File: src/inc/intc_pkg.sv
// Constants, register map and state type for the interrupt latch and enable unit.
package intc_pkg;

	localparam int              NUM_SRC      = 40;
	localparam int              IDX_W        = 6;
	localparam int              NEST_W       = 4;
	localparam int              LANES        = 5;

	localparam logic [7:0]      ADDR_PEND_B0 = 8'h3c;
	localparam logic [7:0]      ADDR_PEND_B1 = 8'h3d;
	localparam logic [7:0]      ADDR_PEND_B2 = 8'h2e;
	localparam logic [7:0]      ADDR_PEND_B3 = 8'h2f;
	localparam logic [7:0]      ADDR_PEND_B4 = 8'h2b;
	localparam logic [7:0]      ADDR_EN_B0   = 8'h3a;
	localparam logic [7:0]      ADDR_EN_B1   = 8'h3b;
	localparam logic [7:0]      ADDR_EN_B2   = 8'h2c;
	localparam logic [7:0]      ADDR_EN_B3   = 8'h2d;
	localparam logic [7:0]      ADDR_EN_B4   = 8'h2a;
	localparam logic [2:0]      LANE_NONE    = 3'h7;

	localparam int              IMF_BIT      = 0;
	localparam int              WDT_IDX      = 2;
	localparam logic [39:0]     PEND_MASK    = 40'hff_ffff_fffc;
	localparam logic [39:0]     EN_MASK      = 40'hff_ffff_fff9;
	localparam logic [39:0]     PSEUDO_MASK  = 40'h00_0000_0004;
	localparam logic [39:0]     PEND_RST     = 40'h00_0000_0000;
	localparam logic [39:0]     EN_RST       = 40'h00_0000_0000;
	localparam logic [NEST_W-1:0] NEST_RST   = 4'h0;

	localparam logic [1:0]      NEST_CMD_CLR = 2'h1;
	localparam logic [1:0]      NEST_CMD_DEC = 2'h2;
	localparam logic [1:0]      NEST_RD_IDLE = 2'h0;
	localparam logic [1:0]      NEST_RD_BUSY = 2'h1;

	localparam int              CLK_PERIOD_NS = 10;
	localparam int              MCYC_NS       = 200;
	localparam int              MCYC_CLKS_I   =
		(MCYC_NS + CLK_PERIOD_NS - 1) / CLK_PERIOD_NS;
	localparam logic [7:0]      MCYC_LAST     = 8'(MCYC_CLKS_I - 1);
	localparam logic [3:0]      ACCEPT_MCYC   = 4'hc;

	typedef enum logic [1:0] {
		ST_IDLE   = 2'b01,
		ST_ACCEPT = 2'b10
	} accept_state_t;

endpackage

File: src/rtl/interrupt_latch_enable_unit.sv
// Pending latches, enable flags, nesting counter and acceptance sequencer.
`timescale 1ns/10ps
module interrupt_latch_enable_unit (
	input  wire logic                        CLK_SYS_I,
	input  wire logic                        SRST_I,
	input  wire logic [intc_pkg::NUM_SRC-1:0] SRC_REQ_I,
	input  wire logic [7:0]                  SFR_ADDR_I,
	input  wire logic                        SFR_WR_I,
	input  wire logic [7:0]                  SFR_WDATA_I,
	input  wire logic                        EI_I,
	input  wire logic                        DI_I,
	input  wire logic                        MASKABLE_RETURN_INSTR_I,
	input  wire logic                        NONMASKABLE_RETURN_INSTR_I,
	input  wire logic                        ACCEPT_I,
	input  wire logic                        PNMI_ACCEPT_I,
	output logic                             IRQ_REQ_O,
	output logic [intc_pkg::IDX_W-1:0]       IRQ_INDEX_O,
	output logic                             IRQ_PSEUDO_O,
	output logic                             IMF_O,
	output logic                             SAVED_IMF_O,
	output logic                             ENTRY_READY_O,
	output logic [7:0]                       SFR_RDATA_O
);
	import intc_pkg::*;

	accept_state_t          state_q;
	accept_state_t          state_d;
	logic [NUM_SRC-1:0]     pend_q;
	logic [NUM_SRC-1:0]     pend_d;
	logic [NUM_SRC-1:0]     en_q;
	logic [NUM_SRC-1:0]     en_d;
	logic [NEST_W-1:0]      nest_q;
	logic [NEST_W-1:0]      nest_d;
	logic                   nmi_imf_q;
	logic                   nmi_imf_d;
	logic                   saved_imf_q;
	logic                   saved_imf_d;
	logic [7:0]             mc_cnt_q;
	logic [7:0]             mc_cnt_d;
	logic [3:0]             mc_num_q;
	logic [3:0]             mc_num_d;
	logic                   irq_req_q;
	logic                   irq_req_d;
	logic [IDX_W-1:0]       irq_idx_q;
	logic [IDX_W-1:0]       irq_idx_d;
	logic                   irq_pseudo_q;
	logic                   irq_pseudo_d;
	logic                   entry_q;
	logic                   entry_d;
	logic [7:0]             rdata_q;
	logic [7:0]             rdata_d;

	logic [2:0]             pend_lane;
	logic [2:0]             en_lane;
	logic [NUM_SRC-1:0]     wdata40;
	logic [NUM_SRC-1:0]     elig;
	logic                   take_mask;
	logic                   take_pnmi;
	logic                   take_any;

	function automatic logic [2:0] lane_of(input logic [7:0] addr,
		input logic pend);
		logic [2:0] lane;
		lane = LANE_NONE;
		if (pend) begin
			case (addr)
				ADDR_PEND_B0: lane = 3'h0;
				ADDR_PEND_B1: lane = 3'h1;
				ADDR_PEND_B2: lane = 3'h2;
				ADDR_PEND_B3: lane = 3'h3;
				ADDR_PEND_B4: lane = 3'h4;
				default:      lane = LANE_NONE;
			endcase
		end else begin
			case (addr)
				ADDR_EN_B0: lane = 3'h0;
				ADDR_EN_B1: lane = 3'h1;
				ADDR_EN_B2: lane = 3'h2;
				ADDR_EN_B3: lane = 3'h3;
				ADDR_EN_B4: lane = 3'h4;
				default:    lane = LANE_NONE;
			endcase
		end
		return lane;
	endfunction

	function automatic logic [NUM_SRC-1:0] lane_mask(input logic [2:0] lane);
		logic [NUM_SRC-1:0] m;
		m = '0;
		if (lane < 3'(LANES)) begin
			m = 40'h00_0000_00ff << {lane, 3'h0};
		end
		return m;
	endfunction

	function automatic logic [7:0] lane_byte(input logic [NUM_SRC-1:0] v,
		input logic [2:0] lane);
		logic [7:0] b;
		b = 8'h00;
		if (lane < 3'(LANES)) begin
			b = v[{lane, 3'h0} +: 8];
		end
		return b;
	endfunction

	// Scanning from the top down leaves the lowest set index as the winner.
	function automatic logic [IDX_W-1:0] first_set(
		input logic [NUM_SRC-1:0] v);
		logic [IDX_W-1:0] idx;
		idx = '0;
		for (int i = NUM_SRC - 1; i >= 0; i--) begin
			if (v[i]) begin
				idx = IDX_W'(i);
			end
		end
		return idx;
	endfunction

	assign pend_lane = lane_of(SFR_ADDR_I, 1'b1);
	assign en_lane   = lane_of(SFR_ADDR_I, 1'b0);
	assign wdata40   = {LANES{SFR_WDATA_I}};

	// The watchdog latch bypasses both enable levels.
	assign elig = pend_q & ((en_q & {NUM_SRC{en_q[IMF_BIT]}}) | PSEUDO_MASK);

	// Core-internal traps outrank the watchdog, so they win a tie.
	assign take_pnmi = (state_q == ST_IDLE) && PNMI_ACCEPT_I;
	assign take_mask = (state_q == ST_IDLE) && ACCEPT_I && irq_req_q &&
		!PNMI_ACCEPT_I;
	assign take_any  = take_pnmi || take_mask;

	always_comb begin
		pend_d      = pend_q;
		en_d        = en_q;
		nest_d      = nest_q;
		nmi_imf_d   = nmi_imf_q;
		saved_imf_d = saved_imf_q;

		if (SFR_WR_I && (pend_lane != LANE_NONE)) begin
			pend_d = pend_q & ~(lane_mask(pend_lane) & ~wdata40);
			if (pend_lane == 3'h0) begin
				if (SFR_WDATA_I[1:0] == NEST_CMD_CLR) begin
					nest_d = '0;
				end else if (SFR_WDATA_I[1:0] == NEST_CMD_DEC) begin
					nest_d = nest_q - 4'h1;
				end
			end
		end
		if (SFR_WR_I && (en_lane != LANE_NONE)) begin
			en_d = ((en_q & ~lane_mask(en_lane)) |
				(wdata40 & lane_mask(en_lane))) & EN_MASK;
		end

		if (EI_I) begin
			en_d[IMF_BIT] = 1'b1;
		end else if (DI_I) begin
			en_d[IMF_BIT] = 1'b0;
		end

		if (MASKABLE_RETURN_INSTR_I) begin
			en_d[IMF_BIT] = 1'b1;
			nest_d        = nest_d - 4'h1;
		end else if (NONMASKABLE_RETURN_INSTR_I) begin
			en_d[IMF_BIT] = nmi_imf_q;
			nest_d        = nest_d - 4'h1;
		end

		if (take_any) begin
			saved_imf_d   = en_q[IMF_BIT];
			en_d[IMF_BIT] = 1'b0;
			nest_d        = nest_d + 4'h1;
			if (take_pnmi || irq_pseudo_q) begin
				nmi_imf_d = en_q[IMF_BIT];
			end
		end
		if (take_mask) begin
			pend_d[irq_idx_q] = 1'b0;
		end

		// A fresh request overrides any clear in the same cycle.
		pend_d = pend_d | (SRC_REQ_I & PEND_MASK);
	end

	// Acceptance runs a fixed twelve machine cycles from the acceptance edge.
	always_comb begin
		state_d  = state_q;
		mc_cnt_d = mc_cnt_q;
		mc_num_d = mc_num_q;
		entry_d  = 1'b0;
		case (state_q)
			ST_IDLE: begin
				if (take_any) begin
					state_d  = ST_ACCEPT;
					mc_cnt_d = '0;
					mc_num_d = '0;
				end
			end
			ST_ACCEPT: begin
				if (mc_cnt_q == MCYC_LAST) begin
					mc_cnt_d = '0;
					mc_num_d = mc_num_q + 4'h1;
					if (mc_num_q == ACCEPT_MCYC - 4'h1) begin
						state_d = ST_IDLE;
						entry_d = 1'b1;
					end
				end else begin
					mc_cnt_d = mc_cnt_q + 8'h1;
				end
			end
			default: begin
				state_d = ST_IDLE;
			end
		endcase
	end

	always_comb begin
		irq_req_d    = (state_d == ST_IDLE) && (|elig) && !take_any;
		irq_idx_d    = first_set(elig);
		irq_pseudo_d = (first_set(elig) == IDX_W'(WDT_IDX));
		rdata_d      = 8'h00;
		if (pend_lane != LANE_NONE) begin
			rdata_d = lane_byte(pend_q, pend_lane);
			if (pend_lane == 3'h0) begin
				rdata_d[1:0] = (nest_q == '0) ? NEST_RD_IDLE :
					NEST_RD_BUSY;
			end
		end else if (en_lane != LANE_NONE) begin
			rdata_d = lane_byte(en_q, en_lane);
		end
	end

	always_ff @(posedge CLK_SYS_I) begin
		if (SRST_I) begin
			state_q      <= ST_IDLE;
			pend_q       <= PEND_RST;
			en_q         <= EN_RST;
			nest_q       <= NEST_RST;
			nmi_imf_q    <= 1'b0;
			saved_imf_q  <= 1'b0;
			mc_cnt_q     <= '0;
			mc_num_q     <= '0;
			irq_req_q    <= 1'b0;
			irq_idx_q    <= '0;
			irq_pseudo_q <= 1'b0;
			entry_q      <= 1'b0;
			rdata_q      <= 8'h00;
		end else begin
			state_q      <= state_d;
			pend_q       <= pend_d;
			en_q         <= en_d;
			nest_q       <= nest_d;
			nmi_imf_q    <= nmi_imf_d;
			saved_imf_q  <= saved_imf_d;
			mc_cnt_q     <= mc_cnt_d;
			mc_num_q     <= mc_num_d;
			irq_req_q    <= irq_req_d;
			irq_idx_q    <= irq_idx_d;
			irq_pseudo_q <= irq_pseudo_d;
			entry_q      <= entry_d;
			rdata_q      <= rdata_d;
		end
	end

	assign IRQ_REQ_O     = irq_req_q;
	assign IRQ_INDEX_O   = irq_idx_q;
	assign IRQ_PSEUDO_O  = irq_pseudo_q;
	assign IMF_O         = en_q[IMF_BIT];
	assign SAVED_IMF_O   = saved_imf_q;
	assign ENTRY_READY_O = entry_q;
	assign SFR_RDATA_O   = rdata_q;

endmodule

File: config.mk
export PLATFORM = sky130hd
export DESIGN_NAME = interrupt_latch_enable_unit
export DESIGN_NICKNAME = d
export VERILOG_FILES = /design/src/inc/intc_pkg.sv /design/src/rtl/interrupt_latch_enable_unit.sv
export SDC_FILE = /design/constraint.sdc
export NUM_CORES = 1
export LEC_CHECK = 0
export BUFFER_PORTS_ARGS = -buffer_cell sky130_fd_sc_hd__buf_2
export CAP_MARGIN = 20
export CORE_AREA = 5 5 106 108
export CTS_BUF_LIST = sky130_fd_sc_hd__clkbuf_16
export CTS_CLUSTER_SIZE = 40
export DETAILED_ROUTE_END_ITERATION = 10
export DIE_AREA = 0 0 111 113
export PLACE_DENSITY = 0.9
export SETUP_SLACK_MARGIN = 0.2
export SLEW_MARGIN = 20
export SYNTH_ARGS = -nofsm -noshare
export SYNTH_HDL_FRONTEND = slang
export SYNTH_SLANG_ARGS = --single-unit
File: constraint.sdc
create_clock -name CLK_SYS_I -period 4.34 [get_ports CLK_SYS_I]
set_clock_uncertainty 0.2 [all_clocks]
set_input_delay 0.868 -clock CLK_SYS_I [delete_from_list [all_inputs] [get_ports CLK_SYS_I]]
set_output_delay 0.868 -clock CLK_SYS_I [all_outputs]
set_load 0.1 [all_outputs]
Word level (Yosys, flattened, before mapping) --
Index checks and enable logic that the tools add are counted.
Word-level totals: register bits 115, input port bits 65, output and inout port bits 19
Cells by class: add/subtract/negate cells 5, magnitude comparators 4, equal/unequal tests 22, shift-type cells 4, muxes and demuxes 79, bitwise operators 15, reductions and logical operators 23
Operators with widths (number):
- $and 40x40->40 | 7
- $mux 40 | 6
- $mux 6 | 40
- $not 40->40 | 4
- $eq 8x6->1 const B | 10
- $or 40x40->40 | 2
- $shiftx 40x7->8 | 2
- $shl 8x6->40 const A | 2
- $mux 8 | 6
- $reduce_or 40->1 | 1
- $mux 4 | 9
- $pmux 3 s5 | 2
- $pmux 8 s2 | 1
- $logic_and 1x1->1 | 9
- $add 4x1->4 const B | 2
- $add 8x1->8 const B | 1
- $eq 8x5->1 const B | 1
- $mux 1 | 8
- $mux 2 | 4
- $pmux 4 s2 | 1
- $sub 4x1->4 const B | 2
- $lt 6x7->1 const B | 1
- $demux 1 s6 | 1
- $eq 2x1->1 const B | 3
- other kinds (19) | 27

Logic depth before layout (Yosys ltp) --
Gate-level depths: netlist (run 1).
depth after elaboration 43, gate-level depth with buffers 12, gate-level depth less buffers 11

Worst setup path after synthesis (run 1) --
No wires, ideal clock.
kind in2reg, from input port SFR_ADDR_I[1], to register nest_q[3], setup time 0.128 ns, data arrival time 2.573 ns, data required time 4.012 ns, path slack 1.440 ns, stages 10, buffers on the path 0, cells stage by stage and4bb_2 nand3_2 o311ai_2 inv_1 ha_1 o21ai_0 o31a_1 nor4b_2 xnor2_1 nor2_1
Between the ends: longest elaborated chain between the ends 10, elaborated cells between the ends (all ways) 16, those cells by class add/sub: 2; eq/ne: 6; mux: 6; reduce/logical: 2
RTL lines:
- from (decl) | line interrupt_latch_enable_unit.sv:7 | input wire logic [7:0] SFR_ADDR_I,
- $eq 8x6->1 | line interrupt_latch_enable_unit.sv:66 | case (addr)
- $pmux 3 s5 * | line interrupt_latch_enable_unit.sv:66
- $logic_not 3->1 or $ne 3x3->1 (tied branches) | line interrupt_latch_enable_unit.sv:141, interrupt_latch_enable_unit.sv:139
- $mux 4 or $logic_and 1x1->1 (tied branches) | line interrupt_latch_enable_unit.sv:141, interrupt_latch_enable_unit.sv:139
- $mux 4 * | line interrupt_latch_enable_unit.sv:139 | if (SFR_WR_I && (pend_lane != LANE_NONE)) begin
- $sub 4x1->4 | line interrupt_latch_enable_unit.sv:162, interrupt_latch_enable_unit.sv:165
- $mux 4 | line interrupt_latch_enable_unit.sv:163 | end else if (NONMASKABLE_RETURN_INSTR_I) begin
- $mux 4 * | line interrupt_latch_enable_unit.sv:160 | if (MASKABLE_RETURN_INSTR_I) begin
- $add 4x1->4 | line interrupt_latch_enable_unit.sv:171 | nest_d = nest_d + 4'h1;
- $mux 4 * | line interrupt_latch_enable_unit.sv:168 | if (take_any) begin
- to (signal assigned) | line interrupt_latch_enable_unit.sv:251 | nest_q <= nest_d;
- to (decl) | line interrupt_latch_enable_unit.sv:32 | logic [NEST_W-1:0] nest_q;
Mark *: on every way between the ends. The rest lies on a longest branch, timed or not. A chain may end at the register's enable or synchronous reset.

Worst setup path after layout (run 1) --
from register en_q[0], to output port IMF_O
RTL lines:
- from (decl) | line interrupt_latch_enable_unit.sv:30 | logic [NUM_SRC-1:0] en_q;
- from (signal assigned) | line interrupt_latch_enable_unit.sv:250 | en_q <= en_d;
- to (decl) | line interrupt_latch_enable_unit.sv:19 | output logic IMF_O,
No word-level cell between the ends.

==> flow_metrics.tcl, run 1 <==
set metrics [dict create \
    r2r_cells 5 \
    layout_common_cells "nor2_1 (121), dfxtp_1 (114), nand2_1 (90), buf_2 (80), a21oi_1 (79)" \
    die-area_sq_mm 0.0125 \
    setup_violations 0 \
    crit_slowest_cell "dfxtp_1" \
    avgSynthCellArea_sq_um 7.85 \
    r2r-start "en_q[0]" \
    endpoint "IMF_O" \
    fin_setup_tns_ps 0 \
    hold_buffers 0 \
    viasPerCell 6.77 \
    gp_congestion 1.12 \
    yosysTopAreaCell "dfxtp_1" \
    remaining_drc_errors 0 \
    layout_min_cycle_time_ps 3080 \
    cp_num_buf_inv 1 \
    netlist_top_cells_area "dfxtp_1 (37%), nor2_1 (7.3%), a21oi_1 (6.3%)" \
    path_delay_family "flip-flops" \
    end_kind "primary output" \
    power_leakage_nw 2.80 \
    postRouteAntennaNets 0 \
    clk_path_buf_depth 2 \
    grt_usage_pct 32.8 \
    critPathRequiredTime_ps 3270 \
    hold_path_class "flop to flop" \
    num_vias 6850 \
    worstPathMaxFanout 27 \
    wl_per_cell_microns 20.7 \
    drive_gt1_share_pct 16.1 \
    ys_ff_latch 114 \
    switching_share_pct 30.7 \
    fin_crit_sh_pct 71.0 \
    outcome "completed" \
    max_slew.worst_pin.slew_ps 1040 \
    first_pass_iters 6 \
    grt_pass1_wl_microns 33200 \
    diodes 0 \
    post-cts-setup-buffers 0 \
    netlist_instances 794 \
    dpl_worst_slack_ps 881 \
    rsz0062_at_grt "no" \
    fin_hold_ws_ps 268 \
    cellPowerDensity_mw_per_mm2 440 \
    fin_nets 937 \
    peakVddDrop_mv 0.267 \
    coreArea_sq_mm 0.0101 \
    grt_pass1_vias 6454 \
    ys_seq_area_share_pct 36.6 \
    worstReg2RegEnd "IRQ_INDEX_O[0]" \
    syn_area_sq_mm 0.00623 \
    cts.sinks 114 \
    yosysTopAreaCellShare_pct 36.6 \
    clkPwrFrac_pct 44.2 \
    async_reset_ff_share_pct 0 \
    crit_chain "buf_2" \
    slowest_delay_ps 1000 \
    switchingPower_uw 985 \
    combPwrFrac_pct 18.6 \
    die_w_microns 111 \
    grt_max_degree 75 \
    yosys_most_used_dff "dfxtp_1" \
    setup_slack_ps 1260 \
    worstSkewPairLatency_ps 420 \
    synth_edf_count 0 \
    wirelength_microns 20900 \
    max-cap-violations 0 \
    port_buffers 81 \
    critPathArrivalTime_ps 2010 \
    worstSetupPathType "flop to primary output" \
    postSynthNetCount 867 \
    startpoint "en_q[0]" \
    clkTransAtPathRegs_ps 60 \
    rows 37 \
    die_y_microns 113 \
    cts_buffers 17 \
    r2r_setup_slack_ps 1720 \
    pwr-share-seq_pct 37.2 \
    ys_warn_count 0 \
    final_hold_viol_count 0 \
    start_kind "flop" \
    antenna_found_initial 0 \
    cts_tree "done" \
    fmax_mhz 325 \
    dp_hpwl_microns 14900 \
    cts.htree.levels 4 \
    drt_iter0_drc 1058 \
    final_common_cell "nor2_1" \
    ys_types 74 \
    cts_resized 0 \
    crit_cells 1 \
    initial_core_util_pct 61.5 \
    drv_slew 0 \
    internal-power_mw 2.22 \
    ios 84 \
    grt_overflow 0 \
    relSlewSlack_pct 30.4 \
    cts_root_buffer "clkbuf_16" \
    area_delta_synth_final_pct 16.8 \
]
-- per-stage QoR --
step	power, mW	std cells	instance area, sq um	utilization [%]
floorplan	1.62	794	6230	-
global placement	1.76	981	6690	66.0
detailed placement	1.78	981	6690	66.0
CTS	3.18	1012	7280	71.8
global route	3.32	1012	7280	71.8
finish	3.20	1012	7280	71.8
-- power by group through the flow --
stage | logic, mW | clock network (mW) | registers, mW
final | 0.595 | 1.41 | 1.19
after global routing | 0.658 | 1.47 | 1.20
after CTS | 0.584 | 1.41 | 1.19
after detailed placement | 0.571 | 0 | 1.21
after global placement | 0.553 | 0 | 1.20
after floorplan | 0.411 | 0 | 1.21
-- worst min-delay path by stage --
| stage | startpoint | end | slack (ps) | depth (start not counted) |
|---|---|---|---|---|
| after floorplan | mc_num_q[3] | mc_num_q[3] | 240 | 2 |
| after CTS | SAVED_IMF_O | SAVED_IMF_O | 280 | 2 |
| after global routing | SAVED_IMF_O | SAVED_IMF_O | 310 | 2 |
| final | SAVED_IMF_O | SAVED_IMF_O | 270 | 2 |
| after global placement | SAVED_IMF_O | SAVED_IMF_O | 240 | 2 |
| after detailed placement | SAVED_IMF_O | SAVED_IMF_O | 260 | 2 |
-- per-layer routing --
layer | vias to the layer above | share of wire (%) | wire (microns) | global-route usage, %
met5 | - | 0 | 0 | 0
met4 | 0 | 4.5 | 945 | 15.1
met3 | 115 | 14 | 2940 | 8.56
met2 | 582 | 43 | 9090 | 50.1
met1 | 3109 | 38 | 7920 | 43.8
li1 | 3044 | - | - | -
-- cell type report --
cell class	count	area, sq um
repair buffers	87	453
multi-input cells	626	3720
fillers	750	2860
clock inverters	14	165
inverters	18	67.6
well taps	136	170
flip-flops and latches	114	2280
clock buffers	17	425
-- cells in the mapped netlist, types with 6 or more instances --
cell type and instances:
nor2_1 121, dfxtp_1 114, nand2_1 90, a21oi_1 79
a22oi_1 33, o21ai_0 33, mux2i_1 27, nand3_1 26
clkbuf_1 24, inv_1 18, nor3_1 17, o22ai_1 16
a22o_1 13, a31oi_1 13, a221oi_1 9, xor2_1 9
ha_1 8, buf_2 7, nand2b_1 7, nand4_1 7
nor2b_1 7, o21a_1 7, and3_1 6, xnor2_1 6
-- kinds of logic after synthesis --
| group | synth area share (%) |
|---|---|
| xor+xnor | 2.11 |
| simple gates | 25.4 |
| mux | 4.52 |
| compound gates | 26.0 |
| fa+ha+maj | 1.61 |
| buf+inv | 3.75 |
| flops | 36.6 |
Note: power is estimated with default switching activity, not from simulation.
==> run 2, diff against run 1 <==
--- a/config.mk
+++ b/config.mk
@@ -7,12 +7,12 @@
 export LEC_CHECK = 0
 export BUFFER_PORTS_ARGS = -buffer_cell sky130_fd_sc_hd__buf_2
 export CAP_MARGIN = 20
-export CORE_AREA = 5 5 106 108
+export CORE_AREA = 5 5 116 118
 export CTS_BUF_LIST = sky130_fd_sc_hd__clkbuf_16
 export CTS_CLUSTER_SIZE = 40
 export DETAILED_ROUTE_END_ITERATION = 10
-export DIE_AREA = 0 0 111 113
-export PLACE_DENSITY = 0.9
+export DIE_AREA = 0 0 121 123
+export PLACE_DENSITY = 0.8
 export SETUP_SLACK_MARGIN = 0.2
 export SLEW_MARGIN = 20
 export SYNTH_ARGS = -nofsm -noshare
==> constraint.sdc (replaced) <==
create_clock -name CLK_SYS_I -period 2.65 [get_ports CLK_SYS_I]
set_clock_uncertainty 0.2 [all_clocks]
set_input_delay 0.53 -clock CLK_SYS_I [delete_from_list [all_inputs] [get_ports CLK_SYS_I]]
set_output_delay 0.53 -clock CLK_SYS_I [all_outputs]
set_load 0.1 [all_outputs]
==> run 2 against run 1 <==
Effect of this change:
- sequential share of layout area decreased by 2.0 points
- die area grew 19%
- highest routed layer unchanged
- largest cell class unchanged
- non-clock buffer count rose by 47
==> flow_metrics.tcl, run 2 (synthesis gave the netlist of run 1 again) <==
set metrics [dict create \
    relSlewSlack_pct 38.7 \
    layout_min_cycle_time_ps 2410 \
    clkPwrFrac_pct 43.5 \
    cts_root_buffer "clkbuf_16" \
    gp_congestion 1.00 \
    clkTransAtPathRegs_ps 60 \
    worstPathMaxFanout 20 \
    pwr-share-seq_pct 35.2 \
    worstSkewPairLatency_ps 420 \
    first_pass_iters 8 \
    diodes 0 \
    switching_share_pct 30.0 \
    cts.sinks 114 \
    die_y_microns 123 \
    cts_tree "done" \
    ios 84 \
    stdcell_count 1096 \
    dp_hpwl_microns 16300 \
    dpl_worst_slack_ps -136 \
    drt_iter0_drc 700 \
    hold-path-cell-count 3 \
    end_kind "primary output" \
    fin_crit_sh_pct 90.8 \
    grt_pass1_wl_microns 34000 \
    wirelength_microns 22200 \
    port_buffers 81 \
    num_vias 6828 \
    remaining_drc_errors 0 \
    die-area_sq_mm 0.0149 \
    coreArea_sq_mm 0.0124 \
    gr-usage-met3_pct 6.27 \
    grt_pass1_vias 6423 \
    final_common_cell "nor2_1" \
    fin_nets 984 \
    final_hold_viol_count 0 \
    fin_setup_tns_ps 0 \
    rsz0062_at_grt "yes" \
    num-fill-cells 1109 \
    hold_path_class "primary input to flop" \
    combPwrFrac_pct 21.3 \
    drv_slew 0 \
    rows 41 \
    clk_path_buf_depth 2 \
    worstSetupPathType "flop to primary output" \
    cellPowerDensity_mw_per_mm2 709 \
    wl_per_cell_microns 20.3 \
    power_leakage_nw 3.07 \
    setup_slack_ps 245 \
    setup_violations 0 \
    grt_overflow 0 \
    place_inst 1061 \
    die_w_microns 121 \
    r2r_cells 7 \
    fin_util_pct 63.1 \
    drive_gt1_share_pct 21.6 \
    internal-power_mw 3.87 \
    critPathRequiredTime_ps 1920 \
    switchingPower_mw 1.66 \
    layout_common_cells "nor2_1 (121), dfxtp_1 (110), nand2_1 (90), buf_2 (80), a21oi_1 (79)" \
    critPathArrivalTime_ps 1680 \
    gr-usage-met2_pct 47.4 \
    max-cap-violations 0 \
    peakVddDrop_mv 0.547 \
    start_kind "flop" \
    area_delta_synth_final_pct 25.1 \
    cts_buffers 17 \
    antenna_found_initial 0 \
    outcome "completed" \
    viasPerCell 6.23 \
    gr-usage-met1_pct 38.6 \
    cts.htree.levels 4 \
    grt_usage_pct 29.8 \
    grt_max_degree 57 \
    initial_core_util_pct 50.4 \
    fmax_mhz 416 \
    grt_busiest_layer "met2" \
    max_slew.worst_pin.slew_ps 917 \
    postRouteAntennaNets 0 \
]
==> run 2: cell types whose count changed in the layout (fill, tap and decap cells not counted), moves of 2 or more <==
cell / before / now
ha_1: 8 / 6
inv_1: 18 / 16
dfxtp_1: 114 / 110
buf_4: 7 / 54
dfxtp_2: 0 / 4
inv_2: 0 / 2
==> run 2: path summary, 6_finish.rpt <==
| path | end | start | slack [ps] |
|---|---|---|---|
| setup / recovery | IMF_O | en_q[0] | 240 |
| setup reg to reg | pend_q[33] | state_q[1] | 300 |
| hold reg to reg | SAVED_IMF_O | SAVED_IMF_O | 260 |
| hold / removal | pend_q[7] | SRC_REQ_I[7] | 120 |
==> run 2: power groups by stage <==
| stage | clock network, mW | registers [mW] | logic (mW) |
|---|---|---|---|
| after floorplan | 0 | 1.99 | 0.684 |
| after global placement | 0 | 1.97 | 1.03 |
| after detailed placement | 0 | 1.97 | 1.04 |
| after CTS | 2.42 | 1.94 | 1.09 |
| after global routing | 2.50 | 1.96 | 1.30 |
| final | 2.40 | 1.95 | 1.18 |
==> run 2: what timing repair did <==
item / 4_1_cts / 5_1_grt
resized for setup: 2 / 12
setup buffers: 1 / 2
endpoints found under the setup margin: 3 / 6
pin swaps: 1 / 5
hold buffers: 0 / 0
==> run 2: routing by layer <==
layer  routed length, microns  up-vias
met5                        0        -
met4                      945        0
met3                     2210       74
met2                    10000      432
met1                     9050     3172
li1                         -     3150
==> run 2: critical path, stage by stage (launching register included) <==
cell and delay (ps):
dfxtp_2 570, buf_4 240, buf_2 440
==> run 2: area by class of cell <==
class                   instances  area [sq um]  share of cell area [%]
clock buffers                  17           425                    5.45
multi-input cells             626          3810                    48.8
flip-flops and latches        114          2290                    29.3
well taps                     172           215                    2.76
inverters                      18          67.6                   0.866
clock inverters                15           190                    2.44
repair buffers                134           806                    10.3
==> run 2: through the flow <==
step | hold WS [ps] | area, sq um | total power [mW]
final | 115 | 7800 | 5.53
after CTS | 107 | 7720 | 5.45
after global routing | 114 | 7800 | 5.75
after global placement | 249 | 7090 | 3.00
after detailed placement | 258 | 7090 | 3.02
after floorplan | 236 | 6260 | 2.67
